## src/design/rsfc_defs.svh

```systemverilog
/*
 * Offsets, field positions, reset values and timing of the codec.
 * Assumes inclusion by bare name.
 */
`ifndef RSFC_DEFS_SVH
`define RSFC_DEFS_SVH

// ----------------------------------------------------------------
// Register byte offsets
// ----------------------------------------------------------------
`define RSFC_OFS_CMD_ONE     12'h000
`define RSFC_OFS_CMD_TWO     12'h004
`define RSFC_OFS_CMD_THREE   12'h008
`define RSFC_OFS_RX_STATUS   12'h00C
`define RSFC_OFS_RX_DATA     12'h010
`define RSFC_OFS_TX_STATUS   12'h014
`define RSFC_OFS_TX_DATA     12'h018
`define RSFC_OFS_SYS_CLOCK   12'h01C

// ----------------------------------------------------------------
// Field positions
// ----------------------------------------------------------------
`define RSFC_CMD3_RX_EN      0
`define RSFC_CMD3_TX_EN      1
`define RSFC_CMD3_IRQ_EN_LO  2
`define RSFC_CMD3_IRQ_MEM_LO 5
`define RSFC_RXS_BUSY        0
`define RSFC_RXS_READY       1
`define RSFC_RXS_FULL        2
`define RSFC_RXS_OVR         3
`define RSFC_TXS_FULL        0
`define RSFC_TXS_OVR         1
`define RSFC_TXS_EMPTY       2
`define RSFC_TXS_HALT        3
`define RSFC_IRQ_START       0
`define RSFC_IRQ_BYTE        1
`define RSFC_IRQ_FULL        2

// ----------------------------------------------------------------
// Reset values and timing
// ----------------------------------------------------------------
`define RSFC_RST_CMD_ONE     6'h00
`define RSFC_RST_CMD_TWO     5'h00
`define RSFC_FIFO_DEPTH      4
`define RSFC_CHIP_SUBDIV     13'h0010

`endif

```

## src/design/rsfc_pkg.sv

```systemverilog
/*
 * Types shared by the codec modules.
 * Assumes numeric constants live in rsfc_defs.svh.
 */
package rsfc_pkg;

   typedef logic [7:0] rsfc_byte_t;

   typedef enum logic [2:0] {
      RSFC_NRZ_LEVEL,
      RSFC_NRZ_MARK,
      RSFC_NRZ_SPACE,
      RSFC_BIPH_LEVEL,
      RSFC_BIPH_MARK,
      RSFC_BIPH_SPACE,
      RSFC_MILLER_A,
      RSFC_MILLER_B
   } rsfc_code_e;

   typedef enum logic {
      RSFC_TX_IDLE,
      RSFC_TX_SHIFT
   } rsfc_txst_e;

endpackage : rsfc_pkg

```

## src/design/rsfc_baud_div.sv

```systemverilog
/*
 * Chip-rate divider: source ticks divided by fine * coarse * 16.
 * Assumes src_tick_i is a one-cycle pulse on clk_i.
 */
`timescale 1ns/1ps
`include "rsfc_defs.svh"

module rsfc_baud_div
   import rsfc_pkg::*;
(
   // Clock and reset
   input  wire logic       clk_i,
   input  wire logic       rst_n_i,
   // Divider control
   input  wire logic       src_tick_i,
   input  wire logic [3:0] fine_i,
   input  wire logic [1:0] coarse_i,
   // Ticks
   output logic            chip_tick_o,
   output logic            mid_tick_o
);

   logic [12:0] cnt_r;
   logic [12:0] limit;

   function automatic logic [12:0] coarse_mult(input logic [1:0] c);
      case (c)
         2'h0:    coarse_mult = 13'h0001;
         2'h1:    coarse_mult = 13'h0004;
         2'h2:    coarse_mult = 13'h0008;
         default: coarse_mult = 13'h0010;
      endcase
   endfunction : coarse_mult

   function automatic logic [12:0] div_limit(input logic [3:0] f, input logic [1:0] c);
      logic [12:0] fv;
      fv = {9'h000, f} + 13'h0001;
      div_limit = 13'(fv * coarse_mult(c) * `RSFC_CHIP_SUBDIV) - 13'h0001;
   endfunction : div_limit

   assign limit = div_limit(fine_i, coarse_i);

   always_ff @(posedge clk_i)
   begin
      if (!rst_n_i)
      begin
         cnt_r       <= 13'h0000;
         chip_tick_o <= 1'b0;
         mid_tick_o  <= 1'b0;
      end
      else
      begin
         chip_tick_o <= src_tick_i && (cnt_r >= limit);
         mid_tick_o  <= src_tick_i && (cnt_r == (limit >> 1));
         if (src_tick_i)
         begin
            if (cnt_r >= limit)
               cnt_r <= 13'h0000;
            else
               cnt_r <= cnt_r + 13'h0001;
         end
      end
   end

endmodule : rsfc_baud_div

```

## src/design/rsfc_top.sv

```systemverilog
/*
 * Codec data path: receive and transmit FIFOs and shifters, line
 * encoder, bit clock output, APB register slave.
 * Assumes decoder bits and start pulses come synchronous to clk_i;
 * ext_clk_i is sampled on clk_i.
 */
`timescale 1ns/1ps
`include "rsfc_defs.svh"

// Overview of operation
// Eight decoded bits form a byte for the four-byte receive FIFO.
// Receive-busy reads one while a byte is partly shifted in.
// Receive-ready reads one while the receive FIFO holds any byte.
// Full flag at four bytes; a byte arriving while full is lost, sets overrun.
// Writing one to receive overrun clears it and empties the receive FIFO.
// Start detection clears receive overrun and empties the receive FIFO.
// First received bit of a byte lands in bit zero.
// One receive interrupt from enabled sources: start, new byte, FIFO full.
// Sticky source bits record fired sources; write one clears.
// Disabling transmit lets the current shifter byte finish first.
// Transmit full flag; writing while full sets transmit overrun.
// Write one to transmit overrun: clears it, empties transmit FIFO.
// Transmit empty sets when the last FIFO byte enters the shifter.
// After the last bit with nothing queued, halted sets; pin keeps level.
// Transmit bytes leave bit zero first.
// Transmit interrupt pulses when the last FIFO byte enters the shifter.
// Coding disabled: shifter output drives the serial pin directly.
// Code select picks NRZ, bi-phase or Miller variant.
// Coding enable change applies from the next byte loaded.
// Bit clock output when enabled and data uncoded or NRZ.
// Chip rate is source over fine times coarse times sixteen; the code first halves an external clock source.
// Fine divides by code plus one; coarse by 1, 4, 8, 16.
// Reception active when receive enabled and transmit disabled.
// Radio delivers serial data on the receive data pin.
// Reading receive data returns and removes the oldest byte.
module rsfc_top
   import rsfc_pkg::*;
#(
   parameter int DEPTH = `RSFC_FIFO_DEPTH
)
(
   // Clock and reset
   input  wire logic        clk_i,
   input  wire logic        rst_n_i,
   // APB slave
   input  wire logic        psel_i,
   input  wire logic        penable_i,
   input  wire logic        pwrite_i,
   input  wire logic [11:0] paddr_i,
   input  wire logic [31:0] pwdata_i,
   output logic [31:0]      prdata_o,
   output logic             pready_o,
   output logic             pslverr_o,
   // Clock source and decoder side
   input  wire logic        ext_clk_i,
   input  wire logic        dec_bit_i,
   input  wire logic        dec_valid_i,
   input  wire logic        start_det_i,
   // Radio pins and interrupts
   output logic             serial_out_pin_o,
   output logic             bitclock_out_pin_o,
   output logic             rx_irq_o,
   output logic             tx_irq_o
);

   localparam int PW = $clog2(DEPTH);
   localparam int CW = $clog2(DEPTH + 1);
   localparam logic [CW-1:0] FULL_CNT = CW'(DEPTH);

   // ----------------------------------------------------------------
   // Registers and wires
   // ----------------------------------------------------------------
   logic [3:0]     baud_fine_div_r;
   logic [1:0]     baud_coarse_div_r;
   logic           line_coding_enable_r;
   logic [2:0]     line_code_select_r;
   logic           tx_bitclock_enable_r;
   logic           rx_mode_enable_r;
   logic           tx_mode_enable_r;
   logic [2:0]     rx_irq_source_enable_r;
   logic [2:0]     rx_irq_source_memory_r;
   logic           external_clock_select_r;
   logic           rx_queue_overrun_r;
   logic           tx_queue_overrun_r;
   logic           tx_queue_empty_r;
   logic           tx_halted_flag_r;
   rsfc_byte_t     rx_mem [DEPTH];
   rsfc_byte_t     tx_mem [DEPTH];
   logic [PW-1:0]  rx_wp_r, rx_rp_r, tx_wp_r, tx_rp_r;
   logic [CW-1:0]  rx_cnt_r, tx_cnt_r;
   rsfc_byte_t     rx_shift_r;
   logic [3:0]     rx_bits_r;
   rsfc_txst_e     tx_state_r;
   rsfc_byte_t     tx_shift_r;
   logic [2:0]     tx_bit_r;
   logic           tx_phase_r;
   logic           tx_coded_r;
   logic           tx_prev_bit_r;
   logic           bclk_live_r;
   logic           ext_q_r, ext_half_r, src_tick_r;
   logic           chip_tick, mid_tick;
   logic           wr_acc, rd_acc;
   logic           rx_active, tx_active;
   logic           rx_push, rx_pop, rx_flush, rx_lost;
   logic           tx_push, tx_pop, tx_flush;
   logic           tx_last_chip, tx_done;
   logic [2:0]     mem_set;

   function automatic logic [PW-1:0] ptr_inc(input logic [PW-1:0] p);
      ptr_inc = (p == PW'(DEPTH - 1)) ? '0 : p + PW'(1);
   endfunction : ptr_inc

   function automatic logic two_chip(input logic coded, input logic [2:0] code);
      two_chip = coded && (code >= 3'h3);
   endfunction : two_chip

   // Pin level for one chip
   function automatic logic encode(input logic coded, input logic [2:0] code,
                                   input logic b, input logic ph,
                                   input logic cur, input logic prevb);
      if (!coded)
         encode = b;
      else
         case (rsfc_code_e'(code))
            RSFC_NRZ_LEVEL:  encode = b;
            RSFC_NRZ_MARK:   encode = b ? ~cur : cur;
            RSFC_NRZ_SPACE:  encode = b ? cur : ~cur;
            RSFC_BIPH_LEVEL: encode = ph ? ~b : b;
            RSFC_BIPH_MARK:  encode = (!ph || b) ? ~cur : cur;
            RSFC_BIPH_SPACE: encode = (!ph || !b) ? ~cur : cur;
            default:         encode = ph ? (b ? ~cur : cur) : ((!b && !prevb) ? ~cur : cur);
         endcase
   endfunction : encode

   // ----------------------------------------------------------------
   // Clock source and chip-rate divider
   // ----------------------------------------------------------------
   always_ff @(posedge clk_i)
   begin
      if (!rst_n_i)
      begin
         ext_q_r    <= 1'b0;
         ext_half_r <= 1'b0;
         src_tick_r <= 1'b0;
      end
      else
      begin
         ext_q_r <= ext_clk_i;
         if (ext_clk_i && !ext_q_r)
            ext_half_r <= ~ext_half_r;
         src_tick_r <= external_clock_select_r ? (ext_clk_i && !ext_q_r && ext_half_r)
                                               : 1'b1;
      end
   end

   rsfc_baud_div u_baud (
      .clk_i       (clk_i),
      .rst_n_i     (rst_n_i),
      .src_tick_i  (src_tick_r),
      .fine_i      (baud_fine_div_r),
      .coarse_i    (baud_coarse_div_r),
      .chip_tick_o (chip_tick),
      .mid_tick_o  (mid_tick)
   );

   // ----------------------------------------------------------------
   // APB handshake and decode
   // ----------------------------------------------------------------
   assign wr_acc    = psel_i && penable_i && pready_o && pwrite_i;
   assign rd_acc    = psel_i && penable_i && pready_o && !pwrite_i;
   assign rx_active = rx_mode_enable_r && !tx_mode_enable_r;
   assign tx_active = tx_mode_enable_r && !rx_mode_enable_r;

   always_ff @(posedge clk_i)
   begin
      if (!rst_n_i)
      begin
         pready_o  <= 1'b0;
         pslverr_o <= 1'b0;
         prdata_o  <= 32'h0000_0000;
      end
      else if (psel_i && !penable_i && !pready_o)
      begin
         pready_o  <= 1'b1;
         pslverr_o <= 1'b0;
         prdata_o  <= 32'h0000_0000;
         if (paddr_i == `RSFC_OFS_CMD_ONE)
            prdata_o <= {26'h0, baud_coarse_div_r, baud_fine_div_r};
         else if (paddr_i == `RSFC_OFS_CMD_TWO)
            prdata_o <= {27'h0, tx_bitclock_enable_r, line_code_select_r,
                         line_coding_enable_r};
         else if (paddr_i == `RSFC_OFS_CMD_THREE)
            prdata_o <= {24'h0, rx_irq_source_memory_r, rx_irq_source_enable_r,
                         tx_mode_enable_r, rx_mode_enable_r};
         else if (paddr_i == `RSFC_OFS_RX_STATUS)
            prdata_o <= {28'h0, rx_queue_overrun_r, rx_cnt_r == FULL_CNT,
                         rx_cnt_r != '0,
                         rx_active && (rx_bits_r != 4'h0)};
         else if (paddr_i == `RSFC_OFS_RX_DATA)
            prdata_o <= {24'h0, (rx_cnt_r != '0) ? rx_mem[rx_rp_r] : 8'h00};
         else if (paddr_i == `RSFC_OFS_TX_STATUS)
            prdata_o <= {28'h0, tx_halted_flag_r, tx_queue_empty_r, tx_queue_overrun_r,
                         tx_cnt_r == FULL_CNT};
         else if (paddr_i == `RSFC_OFS_TX_DATA)
            prdata_o <= 32'h0000_0000;
         else if (paddr_i == `RSFC_OFS_SYS_CLOCK)
            prdata_o <= {31'h0, external_clock_select_r};
         else
            pslverr_o <= 1'b1;
      end
      else
      begin
         pready_o  <= 1'b0;
         pslverr_o <= 1'b0;
      end
   end

   // ----------------------------------------------------------------
   // Control registers
   // ----------------------------------------------------------------
   always_ff @(posedge clk_i)
   begin
      if (!rst_n_i)
      begin
         {baud_coarse_div_r, baud_fine_div_r} <= `RSFC_RST_CMD_ONE;
         {tx_bitclock_enable_r, line_code_select_r, line_coding_enable_r} <= `RSFC_RST_CMD_TWO;
         rx_mode_enable_r        <= 1'b0;
         tx_mode_enable_r        <= 1'b0;
         rx_irq_source_enable_r  <= 3'h0;
         external_clock_select_r <= 1'b0;
      end
      else if (wr_acc)
      begin
         if (paddr_i == `RSFC_OFS_CMD_ONE)
            {baud_coarse_div_r, baud_fine_div_r} <= pwdata_i[5:0];
         else if (paddr_i == `RSFC_OFS_CMD_TWO)
            {tx_bitclock_enable_r, line_code_select_r, line_coding_enable_r} <= pwdata_i[4:0];
         else if (paddr_i == `RSFC_OFS_CMD_THREE)
         begin
            rx_mode_enable_r       <= pwdata_i[`RSFC_CMD3_RX_EN];
            tx_mode_enable_r       <= pwdata_i[`RSFC_CMD3_TX_EN];
            rx_irq_source_enable_r <= pwdata_i[`RSFC_CMD3_IRQ_EN_LO +: 3];
         end
         else if (paddr_i == `RSFC_OFS_SYS_CLOCK)
            external_clock_select_r <= pwdata_i[0];
      end
   end

   // ----------------------------------------------------------------
   // Receive shifter and FIFO
   // ----------------------------------------------------------------
   assign rx_push  = rx_active && dec_valid_i && (rx_bits_r == 4'h7) && !start_det_i;
   assign rx_lost  = rx_push && (rx_cnt_r == FULL_CNT) && !rx_flush;
   assign rx_pop   = rd_acc && (paddr_i == `RSFC_OFS_RX_DATA) && (rx_cnt_r != '0);
   assign rx_flush = start_det_i || (wr_acc && (paddr_i == `RSFC_OFS_RX_STATUS) &&
                     pwdata_i[`RSFC_RXS_OVR]);

   always_ff @(posedge clk_i)
   begin
      if (!rst_n_i)
      begin
         rx_shift_r <= 8'h00;
         rx_bits_r  <= 4'h0;
      end
      else if (start_det_i || !rx_active)
         rx_bits_r <= 4'h0;
      else if (dec_valid_i)
      begin
         rx_shift_r[rx_bits_r[2:0]] <= dec_bit_i;
         rx_bits_r <= (rx_bits_r == 4'h7) ? 4'h0 : rx_bits_r + 4'h1;
      end
   end

   always_ff @(posedge clk_i)
   begin
      if (!rst_n_i)
      begin
         rx_wp_r            <= '0;
         rx_rp_r            <= '0;
         rx_cnt_r           <= '0;
         rx_queue_overrun_r <= 1'b0;
      end
      else if (rx_flush)
      begin
         rx_wp_r            <= '0;
         rx_rp_r            <= '0;
         rx_cnt_r           <= '0;
         rx_queue_overrun_r <= 1'b0;
      end
      else
      begin
         if (rx_lost)
            rx_queue_overrun_r <= 1'b1;
         if (rx_push && !rx_lost)
         begin
            rx_mem[rx_wp_r] <= {dec_bit_i, rx_shift_r[6:0]};
            rx_wp_r         <= ptr_inc(rx_wp_r);
         end
         if (rx_pop)
            rx_rp_r <= ptr_inc(rx_rp_r);
         rx_cnt_r <= rx_cnt_r + CW'(rx_push && !rx_lost) - CW'(rx_pop);
      end
   end

   // ----------------------------------------------------------------
   // Receive interrupt sources
   // ----------------------------------------------------------------
   assign mem_set[`RSFC_IRQ_START] = start_det_i;
   assign mem_set[`RSFC_IRQ_BYTE]  = rx_push && !rx_lost && !rx_flush;
   assign mem_set[`RSFC_IRQ_FULL]  = mem_set[`RSFC_IRQ_BYTE] && !rx_pop &&
                                     (rx_cnt_r == FULL_CNT - CW'(1));

   always_ff @(posedge clk_i)
   begin
      if (!rst_n_i)
      begin
         rx_irq_source_memory_r <= 3'h0;
         rx_irq_o               <= 1'b0;
      end
      else
      begin
         if (wr_acc && (paddr_i == `RSFC_OFS_CMD_THREE))
            rx_irq_source_memory_r <= (rx_irq_source_memory_r &
                                       ~pwdata_i[`RSFC_CMD3_IRQ_MEM_LO +: 3]) | mem_set;
         else
            rx_irq_source_memory_r <= rx_irq_source_memory_r | mem_set;
         rx_irq_o <= |(rx_irq_source_memory_r & rx_irq_source_enable_r);
      end
   end

   // ----------------------------------------------------------------
   // Transmit FIFO
   // ----------------------------------------------------------------
   assign tx_push  = wr_acc && (paddr_i == `RSFC_OFS_TX_DATA) && (tx_cnt_r != FULL_CNT);
   assign tx_flush = wr_acc && (paddr_i == `RSFC_OFS_TX_STATUS) && pwdata_i[`RSFC_TXS_OVR];
   assign tx_last_chip = chip_tick && (tx_state_r == RSFC_TX_SHIFT) &&
                         (tx_phase_r || !two_chip(tx_coded_r, line_code_select_r));
   assign tx_done  = tx_last_chip && (tx_bit_r == 3'h7);
   assign tx_pop   = tx_active && (tx_cnt_r != '0) && !tx_flush &&
                     ((tx_state_r == RSFC_TX_IDLE) || tx_done);

   always_ff @(posedge clk_i)
   begin
      if (!rst_n_i)
      begin
         tx_wp_r            <= '0;
         tx_rp_r            <= '0;
         tx_cnt_r           <= '0;
         tx_queue_overrun_r <= 1'b0;
      end
      else
      begin
         if (tx_flush)
         begin
            tx_wp_r  <= '0;
            tx_rp_r  <= '0;
            tx_cnt_r <= '0;
         end
         else
         begin
            if (tx_push)
            begin
               tx_mem[tx_wp_r] <= pwdata_i[7:0];
               tx_wp_r         <= ptr_inc(tx_wp_r);
            end
            if (tx_pop)
               tx_rp_r <= ptr_inc(tx_rp_r);
            tx_cnt_r <= tx_cnt_r + CW'(tx_push) - CW'(tx_pop);
         end
         if (wr_acc && (paddr_i == `RSFC_OFS_TX_DATA) && (tx_cnt_r == FULL_CNT))
            tx_queue_overrun_r <= 1'b1;
         else if (tx_flush)
            tx_queue_overrun_r <= 1'b0;
      end
   end

   // ----------------------------------------------------------------
   // Transmit shifter, encoder and bit clock
   // ----------------------------------------------------------------
   always_ff @(posedge clk_i)
   begin
      if (!rst_n_i)
      begin
         tx_state_r         <= RSFC_TX_IDLE;
         tx_shift_r         <= 8'h00;
         tx_bit_r           <= 3'h0;
         tx_phase_r         <= 1'b0;
         tx_coded_r         <= 1'b0;
         tx_prev_bit_r      <= 1'b0;
         serial_out_pin_o   <= 1'b0;
         bitclock_out_pin_o <= 1'b0;
         tx_queue_empty_r   <= 1'b1;
         tx_halted_flag_r   <= 1'b1;
         tx_irq_o           <= 1'b0;
         bclk_live_r        <= 1'b0;
      end
      else
      begin
         tx_irq_o <= tx_pop && (tx_cnt_r == CW'(1)) && !tx_push;
         if (tx_flush || (tx_pop && (tx_cnt_r == CW'(1)) && !tx_push))
            tx_queue_empty_r <= 1'b1;
         else if (tx_push)
            tx_queue_empty_r <= 1'b0;
         if (tx_done && !tx_pop && (tx_cnt_r == '0) && !tx_push)
            tx_halted_flag_r <= 1'b1;
         else if (tx_push || tx_pop)
            tx_halted_flag_r <= 1'b0;
         if (tx_state_r == RSFC_TX_SHIFT && chip_tick)
         begin
            serial_out_pin_o <= encode(tx_coded_r, line_code_select_r,
                                       tx_shift_r[tx_bit_r], tx_phase_r,
                                       serial_out_pin_o, tx_prev_bit_r);
            tx_phase_r       <= !tx_last_chip;
            if (tx_last_chip)
            begin
               tx_prev_bit_r <= tx_shift_r[tx_bit_r];
               tx_bit_r      <= tx_bit_r + 3'h1;
            end
         end
         if (tx_pop)
         begin
            tx_state_r <= RSFC_TX_SHIFT;
            tx_shift_r <= tx_mem[tx_rp_r];
            tx_bit_r   <= 3'h0;
            tx_phase_r <= 1'b0;
            tx_coded_r <= line_coding_enable_r;
         end
         else if (tx_done)
            tx_state_r <= RSFC_TX_IDLE;
         if (chip_tick)
            bclk_live_r <= (tx_state_r == RSFC_TX_SHIFT);
         if (!tx_bitclock_enable_r || !bclk_live_r ||
             (tx_coded_r && line_code_select_r >= 3'h3))
            bitclock_out_pin_o <= 1'b0;
         else if (chip_tick)
            bitclock_out_pin_o <= 1'b0;
         else if (mid_tick)
            bitclock_out_pin_o <= 1'b1;
      end
   end

endmodule : rsfc_top

```

## config.mk

```make
export PLATFORM = sky130hd
export DESIGN_NAME = rsfc_top
export DESIGN_NICKNAME = d
export VERILOG_FILES = /design/src/design/rsfc_pkg.sv /design/src/design/rsfc_baud_div.sv /design/src/design/rsfc_top.sv
export VERILOG_INCLUDE_DIRS = /design/src /design/src/design
export SDC_FILE = /design/constraint.sdc
export NUM_CORES = 1
export LEC_CHECK = 0
export BUFFER_PORTS_ARGS = -buffer_cell sky130_fd_sc_hd__buf_4
export CORE_MARGIN = 3
export CORE_UTILIZATION = 30
export CTS_BUF_LIST = sky130_fd_sc_hd__clkbuf_4 sky130_fd_sc_hd__clkbuf_8
export CTS_CLUSTER_DIAMETER = 30
export DETAILED_ROUTE_END_ITERATION = 12
export GPL_ROUTABILITY_DRIVEN = 0
export GPL_TIMING_DRIVEN = 0
export SETUP_SLACK_MARGIN = 0.2
export SLEW_MARGIN = 20
export SYNTH_ARGS = -nofsm -noshare
export SYNTH_HDL_FRONTEND = slang
export SYNTH_SLANG_ARGS = --single-unit
export TNS_END_PERCENT = 30
```

## constraint.sdc

```tcl
create_clock -name clk_i -period 6.96 [get_ports clk_i]
set_clock_uncertainty 0.2 [all_clocks]
set_input_delay 0.348 -clock clk_i [delete_from_list [all_inputs] [get_ports clk_i]]
set_output_delay 0.348 -clock clk_i [all_outputs]
set_load 0.01 [all_outputs]
```

==> flow_summary.ini <==
[critical_path]
cp-end-kind = flip-flop
critPathArrivalTime_ns = 5.65
critical_path_class = flip-flop to flip-flop
cp_max_fo = 10
startpoint_type = flip-flop
worstPathRequired_ns = 7.09

[detailed_routing]
wirelength_mm = 19.3
postRouteAntennaNets = 0
wire_per_inst_um = 15.1
dr.pass1.iters = 5
vias_per_cell = 4.68
drt_drc_violations_left = 0
num_vias = 5981
drtIter0Drc = 381

[floorplan]
io-pin-count = 91
dieArea_mm2 = 0.0305
rows = 61
start_util_pct = 30.5
fp.dieW_um = 175
die_h_um = 175
core-area_mm2 = 0.0279

[synthesis]
syn_avg_cell_area_um2 = 10.7
synth-seq-area-share_pct = 45.8
synth_cell_types = 69
synthArstFlopShare_pct = 0
synth_edf_count = 64
syn_area_mm2 = 0.00853
synth_flop_cell = dfxtp_1
synthCells = 794
yosysWarnings = 0
ys_ff_latch = 163

[cts]
root_buffer = clkbuf_8
cts_made_buffers = 17
clk_latency_ns = 0.45
clkTransAtPathRegs_ns = 0.09
cts_tree = done
htreeDepth = 4
cts.sinks = 163
ctsResizeCount = 0
cts_max_path_buffers = 2

[sta]
hold_violations = 0
fin_tns_setup_ns = 0
slew_headroom_pct = 45.2
fmax_ghz = 0.181
postLayoutSetupSlackWorst_ns = 1.44
slew_viol_final = 0
finalCriticalPeriod_ns = 5.52
min_period_over_period_pct = 79.3
setup_viol = 0
max_slew.worst_pin.slew_ns = 0.816
grt_setup_unrepaired = no

[placed_design]
place_ws_ns = 1.41
hpwl_mm = 14.5
dpl.cell_count = 1235
portBuffers = 40

[run]
maxCapViolCount = 0

[global_route]
grt_pass1_vias = 5658
grt_pass1_wl_mm = 30.5
overflow = 0
track_usage_pct = 12.6
grt_max_degree = 18
antenna_found_initial = 0

[layout]
area_delta_synth_final_pct = 16.2
final_cell_mix = 99 x dfxtp_1, 65 x buf_4, 64 x edfxtp_1
post_route_cells_drive_above_1_share_pct = 14.8
mostFrequentLayoutCell = dfxtp_1
instances_no_fill = 1279
nNetsFinal = 997
fill_cells = 2847
antennaDiodeCount = 0

[status]
status = finished, final reports clean

[power]
ir_drop_uv = 139
pwr_density_cell_mw_per_mm2 = 180
total_leakage_power_nw = 3.79

[hold_path]
hold_path.class = input port to flip-flop
final timing paths:
| path | start | to | slack (ns) | depth (start not counted) |
|---|---|---|---|---|
| max | baud_coarse_div_r[1] | u_baud.cnt_r[0] | 1.44 | 17 |
| min | penable_i | pready_o | 0.09 | 3 |
| max reg2reg | baud_coarse_div_r[1] | u_baud.cnt_r[0] | 1.44 | 17 |
| min reg2reg | bclk_live_r | bitclock_out_pin_o | 0.27 | 2 |
layer usage:
layer	GRT usage [%]	wire, um
met1	16.9	8910
met3	1.93	767
met5	0	0
met4	4.06	334
met2	21.0	9330
worst max-delay path: stages (launching register included):
cell,delay (ns)
dfxtp_1,0.37
clkbuf_1,0.37
nor2b_1,0.22
nand2_1,0.09
fa_1,0.51
inv_1,0.04
ha_1,0.28
ha_1,0.32
fa_1,0.51
xor2_1,0.18
or3_1,0.42
nor3_1,0.33
xnor2_1,0.12
ha_1,0.30
nand2_1,0.05
o21ai_0,0.52
clkbuf_1,0.42
a21oi_1,0.13
cells in the mapped netlist (23+ instances only):
master	count	share of area [%]
dfxtp_1	99	23
inv_1	26	1.1
nand2_1	57	2.5
xnor2_1	30	3.1
nand3_1	23	1.3
mux2i_1	49	5.8
nor2b_1	45	3.3
edfxtp_1	64	23
buf_4	25	2.2
clkbuf_1	28	1.2
ha_1	50	7.3
nor2_1	55	2.4
a21oi_1	34	2.0
area by class of cell:
type                            count  area [um2]  share of cell area (%)
Timing Repair Buffer               52         420                    4.24
Clock buffer                       17         234                    2.36
Sequential cell                   163        3900                    39.4
Tap cell                          378         473                    4.77
Clock inverter                     15         165                    1.67
Inverter                           27         101                    1.02
Multi-Input combinational cell    569        4290                    43.3
Buffer                             58         320                    3.23
stage by stage:
stage	hold WS, ns	instance area, um2	utilization [%]	power (W)
2_1_floorplan	0.237	8610	-	0.00107
3_3_place_gp	0.258	9390	33.6	0.00111
3_5_place_dp	0.258	9390	33.6	0.00111
4_1_cts	0.0475	9910	35.5	0.00181
5_1_grt	0.0863	9910	35.5	0.00185
6_report	0.0869	9910	35.5	0.00179
sequential cells by signal (all words and copies together) (netlist names), 2 cells and up, named ones only:
name	count
rx_irq_source_memory_r	3
tx_cnt_r	3
rx_bits_r	4
rx_rp_r	2
rx_cnt_r	3
baud_coarse_div_r	2
line_code_select_r	3
rx_mem	32
tx_rp_r	2
baud_fine_div_r	4
u_baud.cnt_r	13
rx_irq_source_enable_r	3
prdata_o	8
rx_shift_r	7
tx_bit_r	3
tx_shift_r	8
rx_wp_r	2
tx_mem	32
tx_wp_r	2
cell families after synthesis:
logic type / synth area share, %
AO/OA/AOI/OAI: 7.26
XOR/XNOR: 5.25
adder cells (fa/ha/maj): 8.74
buffers and inverters: 4.94
flip-flops: 45.8
multiplexers: 10.8
other: 0.0440
AND/OR/NAND/NOR: 17.2
repair_timing:
| item | 4_1_cts | 5_1_grt |
|---|---|---|
| buffers inserted | 0 | 0 |
| hold endpoints to repair | 39 | 0 |
| hold buffers | 12 | 0 |
where the power goes:
| group | switching (W) | leakage [nW] | internal [W] | total [W] |
|---|---|---|---|---|
| clock network | 0.000393 | 0.191 | 0.000300 | 0.000694 |
| registers | 0.00000445 | 1.45 | 0.000992 | 0.000996 |
| logic | 0.0000538 | 2.15 | 0.0000427 | 0.0000964 |
| total | 0.000452 | 3.79 | 0.00133 | 0.00179 |
(Power assumes the default switching activity.)
